<file path="config.mk">
export PLATFORM = sky130hd
export DESIGN_NAME = apms_sequencer
export DESIGN_NICKNAME = d
export VERILOG_FILES = /design/src/rtl/apms_sync2.v /design/src/rtl/apms_sequencer.v
export VERILOG_INCLUDE_DIRS = /design/src /design/src/rtl
export SDC_FILE = /design/constraint.sdc
export NUM_CORES = 1
export LEC_CHECK = 0
export BUFFER_PORTS_ARGS = -buffer_cell sky130_fd_sc_hd__buf_2
export CAP_MARGIN = 15
export CORE_MARGIN = 2
export CORE_UTILIZATION = 61
export DETAILED_ROUTE_END_ITERATION = 7
export PLACE_DENSITY_LB_ADDON = 0.1
export SLEW_MARGIN = 20
export SYNTH_ARGS = -nofsm -noshare
export SYNTH_HDL_FRONTEND = slang
export SYNTH_SLANG_ARGS = --single-unit
</file>
<file path="constraint.sdc">
create_clock -name ref_clk -period 4.1 [get_ports ref_clk]
set_input_delay 0.205 -clock ref_clk [delete_from_list [all_inputs] [get_ports ref_clk]]
set_output_delay 0.205 -clock ref_clk [all_outputs]
set_load 0.05 [all_outputs]
</file>
<file path="src/rtl/apms_map.vh">
// constants for the converter power-management sequencer
// Function
// mode bits plus sleep pin choose behaviour
// full down kills all; partial keeps reference
// host sets mode zero for pin control
// mode zero: pin high up, low sleeps between
// codes 01,10,11 select software power modes
// first strobe starts timeout then self calibration; here calibration waits for the next strobe rise after timeout
// sleep pin ignored until calibration ends
// early control write skips timeout and calibration
// host waits 300 us before manual calibration
// wake from full power-down takes 5 us
// host limits rate when sleeping between conversions
// conversion end powers down in between modes
// strobe falling edge wakes the device
// host holds strobe low at least 5 us
// host may power up by write, then convert
// timeout and calibration each last 32 ms
// strobes ignored while timeout busy is high
// code 10 stays down until code rewritten
`ifndef APMS_MAP_VH
`define APMS_MAP_VH
`define APMS_CLK_HZ       25000000
`define APMS_TIMEOUT_US   32000
`define APMS_WAKE_US      5
`define APMS_TIMEOUT_CYC  ((`APMS_TIMEOUT_US * (`APMS_CLK_HZ / 1000)) / 1000)
`define APMS_WAKE_CYC     ((`APMS_WAKE_US * (`APMS_CLK_HZ / 1000)) / 1000)
`define APMS_CONV_CYC     115
`define APMS_MODE_PIN     2'h0
`define APMS_MODE_BETWEEN 2'h1
`define APMS_MODE_DOWN    2'h2
`define APMS_MODE_PARTIAL 2'h3
`endif

</file>
<file path="src/rtl/apms_sync2.v">
// two-stage synchroniser for pin inputs
`timescale 1ns/1ps
module apms_sync2 #(
  parameter RESET_VAL = 1'b0
) (
  input  wire ref_clk,
  input  wire rstn,
  input  wire din,
  output reg  dout_ff
);
  reg meta_ff;
  always @(posedge ref_clk or negedge rstn) begin
    if (!rstn) begin
      meta_ff <= RESET_VAL;
      dout_ff <= RESET_VAL;
    end else begin
      meta_ff <= din;
      dout_ff <= meta_ff;
    end
  end
endmodule // apms_sync2

</file>
<file path="src/rtl/apms_sequencer.v">
// power-management sequencer for a multi-channel sampling converter
`timescale 1ns/1ps
`include "apms_map.vh"
module apms_sequencer #(
  parameter TIMEOUT_CYC = `APMS_TIMEOUT_CYC,
  parameter WAKE_CYC    = `APMS_WAKE_CYC,
  parameter CONV_CYC    = `APMS_CONV_CYC
) (
  input  wire       ref_clk,
  input  wire       rstn,
  input  wire       conversion_start_strobe_n,
  input  wire       sleep_n,
  input  wire       ctrl_wr,
  input  wire       power_mode_hi_bit,
  input  wire       power_mode_lo_bit,
  output reg        busy_ff,
  output reg        core_on_ff,
  output reg        ref_on_ff,
  output reg        cal_run_ff,
  output reg        cal_done_ff,
  output reg        conv_run_ff
);
  localparam ST_INIT    = 3'h0;
  localparam ST_TIMEOUT = 3'h1;
  localparam ST_WAITCAL = 3'h2;
  localparam ST_CAL     = 3'h3;
  localparam ST_IDLE    = 3'h4;
  localparam ST_WAKE    = 3'h5;
  localparam ST_CONV    = 3'h6;
  localparam ST_DOWN    = 3'h7;

  wire       strobe_s;
  wire       sleep_s;
  reg        strobe_d_ff;
  reg  [2:0] state_ff;
  reg  [2:0] nxt_state;
  reg  [1:0] mode_ff;
  reg  [1:0] nxt_mode;
  reg        strobe_seen_ff;
  reg  [20:0] cnt_ff;
  reg  [20:0] nxt_cnt;
  reg        wake_done_ff;
  reg        nxt_wake_done;
  reg        nxt_busy;
  reg        nxt_core;
  reg        nxt_ref;
  reg        nxt_cal_run;
  reg        nxt_cal_done;
  reg        nxt_conv;
  reg        sleep_between;
  reg        pin_sleep;

  apms_sync2 #(.RESET_VAL(1'b1)) u_sync_strobe (
    .ref_clk (ref_clk),
    .rstn    (rstn),
    .din     (conversion_start_strobe_n),
    .dout_ff (strobe_s)
  );

  apms_sync2 #(.RESET_VAL(1'b1)) u_sync_sleep (
    .ref_clk (ref_clk),
    .rstn    (rstn),
    .din     (sleep_n),
    .dout_ff (sleep_s)
  );

  // edge detector resets to the idle-high level so reset gives no false edge
  wire strobe_fall = strobe_d_ff & ~strobe_s;
  wire strobe_rise = ~strobe_d_ff & strobe_s;
  wire cnt_zero    = (cnt_ff == 21'h0);

  always @* begin
    nxt_state     = state_ff;
    nxt_mode      = mode_ff;
    nxt_cnt       = cnt_zero ? cnt_ff : cnt_ff - 21'h1;
    nxt_wake_done = wake_done_ff;
    nxt_cal_done  = cal_done_ff;
    if (ctrl_wr) begin
      nxt_mode = {power_mode_hi_bit, power_mode_lo_bit};
    end
    pin_sleep     = (nxt_mode == `APMS_MODE_PIN) & ~sleep_s;
    sleep_between = pin_sleep | (nxt_mode == `APMS_MODE_BETWEEN) |
                    (nxt_mode == `APMS_MODE_PARTIAL);
    case (state_ff)
      // power-on: first strobe or an early control write decides
      ST_INIT: begin
        if (ctrl_wr & ~strobe_seen_ff) begin
          nxt_state    = ST_IDLE;
          nxt_cal_done = 1'b1;
        end else if (strobe_rise) begin
          nxt_state = ST_TIMEOUT;
          nxt_cnt   = TIMEOUT_CYC[20:0];
        end
      end

      // further strobes ignored until the count runs out
      ST_TIMEOUT: begin
        if (cnt_zero) begin
          nxt_state = ST_WAITCAL;
        end
      end

      // next strobe rise starts the self calibration
      ST_WAITCAL: begin
        if (strobe_rise) begin
          nxt_state = ST_CAL;
          nxt_cnt   = TIMEOUT_CYC[20:0];
        end
      end

      // calibration lasts as long as the timeout
      ST_CAL: begin
        if (cnt_zero) begin
          nxt_state    = ST_IDLE;
          nxt_cal_done = 1'b1;
        end
      end

      // a fall wakes a sleeping core, a rise starts a conversion
      ST_IDLE: begin
        if (nxt_mode == `APMS_MODE_DOWN) begin
          nxt_state = ST_DOWN;
        end else if (strobe_fall & sleep_between & ~core_on_ff) begin
          nxt_state = ST_WAKE;
          nxt_cnt   = WAKE_CYC[20:0];
        end else if (strobe_rise) begin
          nxt_state = ST_CONV;
          nxt_cnt   = CONV_CYC[20:0];
        end
      end

      // host must hold the strobe low for the wake time
      ST_WAKE: begin
        if (cnt_zero) begin
          nxt_wake_done = 1'b1;
        end
        if (strobe_rise) begin
          nxt_state     = ST_CONV;
          nxt_cnt       = CONV_CYC[20:0];
          nxt_wake_done = 1'b0;
        end
      end

      // conversion end returns to idle, which may power down, or goes straight to down under code 10
      ST_CONV: begin
        if (cnt_zero) begin
          nxt_state = (nxt_mode == `APMS_MODE_DOWN) ? ST_DOWN : ST_IDLE;
        end
      end

      // strobes ignored while held down
      ST_DOWN: begin
        if (nxt_mode != `APMS_MODE_DOWN) begin
          nxt_state = ST_IDLE;
        end
      end
      default: begin
        nxt_state = ST_INIT;
      end
    endcase
    nxt_busy = (nxt_state == ST_TIMEOUT) | (nxt_state == ST_CAL) |
               (nxt_state == ST_CONV);
    // run flags follow the next state so they line up with busy
    nxt_cal_run = (nxt_state == ST_CAL);
    nxt_conv    = (nxt_state == ST_CONV);
    case (nxt_state)
      // sleep pin has no effect during the power-on sequence
      ST_INIT, ST_TIMEOUT, ST_WAITCAL, ST_CAL: begin
        nxt_core = 1'b1;
        nxt_ref  = 1'b1;
      end
      // awake for the wake-up and the conversion
      ST_WAKE, ST_CONV: begin
        nxt_core = 1'b1;
        nxt_ref  = 1'b1;
      end
      // full power-down
      ST_DOWN: begin
        nxt_core = 1'b0;
        nxt_ref  = 1'b0;
      end
      // idle power follows the mode code and the pin
      default: begin
        nxt_core = ~sleep_between;
        nxt_ref  = ~sleep_between | (nxt_mode == `APMS_MODE_PARTIAL);
      end
    endcase
  end

  // every output comes straight from a flip-flop
  always @(posedge ref_clk or negedge rstn) begin
    if (!rstn) begin
      state_ff       <= ST_INIT;
      mode_ff        <= `APMS_MODE_PIN;
      strobe_d_ff    <= 1'b1;
      strobe_seen_ff <= 1'b0;
      cnt_ff         <= 21'h0;
      wake_done_ff   <= 1'b0;
      busy_ff        <= 1'b0;
      core_on_ff     <= 1'b1;
      ref_on_ff      <= 1'b1;
      cal_run_ff     <= 1'b0;
      cal_done_ff    <= 1'b0;
      conv_run_ff    <= 1'b0;
    end else begin
      state_ff       <= nxt_state;
      mode_ff        <= nxt_mode;
      strobe_d_ff    <= strobe_s;
      strobe_seen_ff <= strobe_seen_ff | strobe_rise;
      cnt_ff         <= nxt_cnt;
      wake_done_ff   <= nxt_wake_done;
      busy_ff        <= nxt_busy;
      core_on_ff     <= nxt_core;
      ref_on_ff      <= nxt_ref;
      cal_run_ff     <= nxt_cal_run;
      cal_done_ff    <= nxt_cal_done;
      conv_run_ff    <= nxt_conv;
    end
  end
endmodule // apms_sequencer

</file>
* Word level (Yosys, flattened, before mapping)
Cells that the tools add are included.
Word-level totals: input bits 7, bits in read-only memories 0, output and inout bits 6, memories kept 0, register bits 38, bits in writable memories 0, latch bits 0
Operators by class: shift-type cells 0, muxes and demuxes 25, multiply operators 0, divide/modulo/power cells 0, magnitude comparators 0, reductions and logical operators 7, bitwise logic cells 18, eq/ne operators 19, add/sub/neg operators 1
Operators with widths (count):
- two-way mux 21 bit | 6
- case mux 21 bit (4 select lines) | 1
- two-way mux 3 bit | 10
- case mux 3 bit (8 select lines) | 1
- == test 3 bit (second input constant) | 7
- logical NOT 21 bit | 1
- subtractor 21 x 1 -> 21 bit (second input constant) | 1
- == test 3 x 2 -> 1 bit (second input constant) | 4
- AND 1 bit | 6
- == test 3 x 1 -> 1 bit (second input constant) | 2
- logical NOT 3 bit | 2
- != test 2 bit (second input constant) | 3
- NOT 1 bit | 6
- bitwise OR 1 bit | 6
- case mux 1 bit (2 select lines) | 3
- OR reduction 6 bit | 1
- == test 2 bit (second input constant) | 2
- two-way mux 2 bit | 2
- AND reduction 3 bit | 1
- == test 2 x 1 -> 1 bit (second input constant) | 1
- logical NOT 2 bit | 1
- two-way mux 1 bit | 2
- nonzero test 2 bit | 1

* Longest topological paths before layout
depth in word-level cells 13, mapped depth 9, mapped depth without buffers 9

* By module
Synthesis repeated with hierarchy kept, for this count alone.
Second synthesis, totals: cells, all modules 219, area total of the unflattened synthesis 2104.5 µm²
By module, submodules not included:
- apms_sequencer | area each 1999.4 µm², cells each 215, seq. area each 854.6 µm², times used 1
- apms_sync2 | area each 52.6 µm², cells each 2, seq. area each 52.6 µm², times used 2

* Worst setup path before layout
No wires, ideal clock.
path type reg2reg, start reg state_ff[0], end reg core_on_ff, stages on the path, launching flop included 9, path slack 1832 ps, buffers on the path 1, period minus slack after synthesis 2268 ps, data arrival time 2180 ps, cells stage by stage dfrtp_1 > buf_6 > or4b_1 > a221o_1 > or3b_1 > a31oi_1 > a211o_2 > and3_1 > a31oi_1
Between the ends: longest elaborated chain between the ends 7
RTL lines:
- start, declared | line apms_sequencer.v:35 | reg [2:0] state_ff;
- start signal, assigned | line apms_sequencer.v:206 | state_ff <= nxt_state;
- two-way mux 3 bit | line apms_sequencer.v:126, apms_sequencer.v:137
- two-way mux 3 bit | line apms_sequencer.v:123 | end else if (strobe_fall & sleep_between & ~core_on_ff) begin
- two-way mux 3 bit | line apms_sequencer.v:121 | if (nxt_mode == `APMS_MODE_DOWN) begin
- case mux 3 bit (8 select lines) * | line apms_sequencer.v:84 | case (state_ff)
- via nxt_state[0] | line apms_sequencer.v:36 | reg [2:0] nxt_state;
- == test 3 x 2 -> 1 bit, or another cell as far along | line apms_sequencer.v:166 | case (nxt_state)
- OR reduction 6 bit (no line)
- case mux 1 bit (2 select lines) * | line apms_sequencer.v:166
- via nxt_core | line apms_sequencer.v:45 | reg nxt_core;
- end signal, assigned | line apms_sequencer.v:213 | core_on_ff <= nxt_core;
- end, declared | line apms_sequencer.v:17 | output reg core_on_ff,
The timed path passes the listed nets; every way through them passes the cells marked *. A chain may end at the register's enable or synchronous reset.

* Final worst setup path
start reg state_ff[0], end reg ref_on_ff
Between the ends: longest elaborated chain between the ends 7
RTL lines:
- two-way mux 3 bit | line apms_sequencer.v:126, apms_sequencer.v:137
- two-way mux 3 bit | line apms_sequencer.v:123
- two-way mux 3 bit | line apms_sequencer.v:121
- case mux 3 bit (8 select lines) * | line apms_sequencer.v:84
- via nxt_state[0] | line apms_sequencer.v:36
- == test 3 x 2 -> 1 bit, or another cell as far along | line apms_sequencer.v:166
- OR reduction 6 bit (no line)
- case mux 1 bit (2 select lines) * | line apms_sequencer.v:166
- via nxt_ref | line apms_sequencer.v:46 | reg nxt_ref;
- end signal, assigned | line apms_sequencer.v:214 | ref_on_ff <= nxt_ref;
- end, declared | line apms_sequencer.v:18 | output reg ref_on_ff,
Marks and branches as above.

==> reports/metrics.cfg <==
[synthesis]
synthFlopType = dfrtp_1
ys_seq_elements = 38
synth_most_common_cell = dfrtp_1
syn_inst = 197
synthArstFlopShare_pct = 100
synth_top_family_by_area = simple AND/OR/NAND/NOR gates
synthSimpleGateAreaFrac_pct = 23.1
muxShareOfSynthArea_pct = 1.70
synthAdderAreaFrac_pct = 0.653
synthTopCellsByArea = dfrtp_1 40%, dfstp_2 9.6%, nor2_1 4.7%
synth_top_area_share_pct = 40.5
syn_area_um2 = 1920
syn-num-nets = 205
synth-xor-area-share_pct = 7.32
synth_warnings = 0
synth.cells.most_frequent = 31 x dfrtp_1, 24 x nor2_1, 14 x o21ai_0, 13 x nand2_1, 10 x xnor2_1
ys_types = 47
synth_largest_area_cell = dfrtp_1
synth_seq_area_share_pct = 50.1
postSynthAreaPerCell_um2 = 9.72
synth_compound_area_share_pct = 14.8
synth_edf_count = 0

[run_status]
status = complete, no violations

[cts]
post_cts_resized = 0
numCtsBuffers = 5
htree_levels = 2
cts_tree = built
cts_root_buf = clkbuf_4
clock_sinks = 38
clk_latency_ps = 360
path_clk_slew_ps = 110
clockBufferDepth = 2

[timing]
period_needed_ps = 2570
finClkSkew_ps = 15.4
hold_viol = 0
setup_violations = 0
tns_ps = 0
setup_slack_ps = 1530
slew_headroom_pct = 45.1
tightest_slew_ps = 820
slew_violations = 0
finalCritPeriodShare_pct = 62.6
fmax_mhz = 389
rsz0062_at_grt = false

[placement]
placed_area_um2 = 2000
dp_hpwl_um = 2690
dp_worst_setup_slack_ps = 1560
dp.cells = 247
io_buffers = 12
gp_congestion = 0.863

[final_layout]
diodes = 0
drive_gt1_share_pct = 15.0
final_cell_area_um2 = 2120
area_growth_syn_to_layout_pct = 10.5
nets = 221
multiInputGateArea_um2 = 911
fillers = 235
ff_latch_area_um2 = 960
final_cells = 258

[power_and_ir_drop]
peakVddDrop_mv = 0.611
leakagePower_nw = 0.875
power_mw = 1.42
p_per_area_nw_per_um2 = 670

[critical_path]
crit_arrival_ps = 2860
worst-setup-path-type = reg -> reg
cp_max_fo = 16
crit_required_ps = 4390
start_kind = flop
worstSetupEndpointType = flop

[global_route]
grt_pass1_wl_um = 6460
track_usage_pct = 24.5
grt_max_degree = 39
grt-ovfl-total = 0
grt_pass1_vias = 1519
antenna_found_initial = 0

[detailed_routing]
routedWlPerCell_um = 14.5
first_iter_violations = 67
vias = 1539
drt-vias-per-instance = 5.97
ant_nets = 0
drc_errors = 0
wl_um = 3740
first_pass_iters = 4

[die]
core_area_um2 = 3030
fp-row-count = 20
fp.dieH_um = 60.0
io_pins = 13
dieArea_um2 = 3600
start_util_pct = 63.3
die_x_um = 60.0

[flow_run]
maxCapViolCount = 0

[min_path]
hp-class = in -> reg

## path summary, 6_finish.rpt
kind,start,end,slack [ps],cells past startpoint
worst max-delay path,state_ff[0],ref_on_ff,1530,7
worst min-delay path,power_mode_lo_bit,mode_ff[0],120,2
worst max register to register,state_ff[0],ref_on_ff,1530,7
worst min register to register,u_sync_strobe.meta_ff,u_sync_strobe.dout_ff,360,0
max in group asynchronous,rstn,cnt_ff[6],3130,2
min in group asynchronous,rstn,cnt_ff[14],460,2
## cell type report
cell class	instances	share of cell area (%)
Clock inverter	1	1.42
Sequential cell	38	45.4
Timing Repair Buffer	15	4.26
Multi-Input combinational cell	149	43.1
Tap cell	44	2.60
Inverter	4	0.710
Clock buffer	7	2.60
## critical path, stage by stage, from the launching register on
cell and delay [ps]:
dfrtp_1 560, or4b_1 580, a221o_1 330, or3b_1 430, a31oi_1 190, a211o_2 170
and3_1 180, a31oi_1 50
## layout by cell type, fill, tap and decap left out, drive strengths merged, types with 4 or more instances in the layout
master,n
a21oi,7
a31oi,5
buf,12
clkbuf,7
dfrtp,31
dfstp,7
inv,4
nand2,13
nand2b,5
nand3,5
nor2,25
nor3,8
nor4,8
o21ai,14
xnor2,10
xor2,6
## flip-flops by register name (all words and copies together), names as in the netlist
| name | flops |
|---|---|
| u_sync_sleep.meta_ff | 1 |
| conv_run_ff | 1 |
| strobe_d_ff | 1 |
| u_sync_strobe.dout_ff | 1 |
| mode_ff | 2 |
| strobe_seen_ff | 1 |
| cal_run_ff | 1 |
| cnt_ff | 21 |
| state_ff | 3 |
| u_sync_strobe.meta_ff | 1 |
| u_sync_sleep.dout_ff | 1 |
| ref_on_ff | 1 |
| core_on_ff | 1 |
| cal_done_ff | 1 |
| busy_ff | 1 |
## cells by family after synthesis
family	Yosys count
AO/OA/AOI/OAI	44
XOR/XNOR	16
adder cells (fa/ha/maj)	1
buffers and inverters	10
flip-flops	38
multiplexers	3
AND/OR/NAND/NOR	85
## repair_timing
action / CTS / global route
endpoints found under the hold margin: 33 / 0
hold buffers: 3 / 0
setup endpoints to repair: 0 / 0
buffers inserted: 0 / 0
## routing by layer
layer | part of all wire (%) | vias up | track usage, %
li1 | - | 743 | -
met1 | 42 | 741 | 28.5
met2 | 50 | 41 | 41.8
met3 | 5.1 | 14 | 6.06
met4 | 3.0 | 0 | 12.4
met5 | 0 | - | 0
## through the flow
| step | hold WS [ps] | util, % |
|---|---|---|
| after floorplan | -90.6 | - |
| after global placement | 310 | 66.1 |
| after detailed placement | 312 | 66.1 |
| after CTS | 117 | 69.9 |
| after global routing | 121 | 69.9 |
| final | 120 | 69.9 |
## where the power goes
| group | switching [mW] | internal, mW | total, mW |
|---|---|---|---|
| Combinational | 0.321 | 0.207 | 0.527 |
| Clock | 0.120 | 0.146 | 0.265 |
| Sequential | 0.133 | 0.491 | 0.624 |
Note: power is estimated with default switching activity, not from simulation.
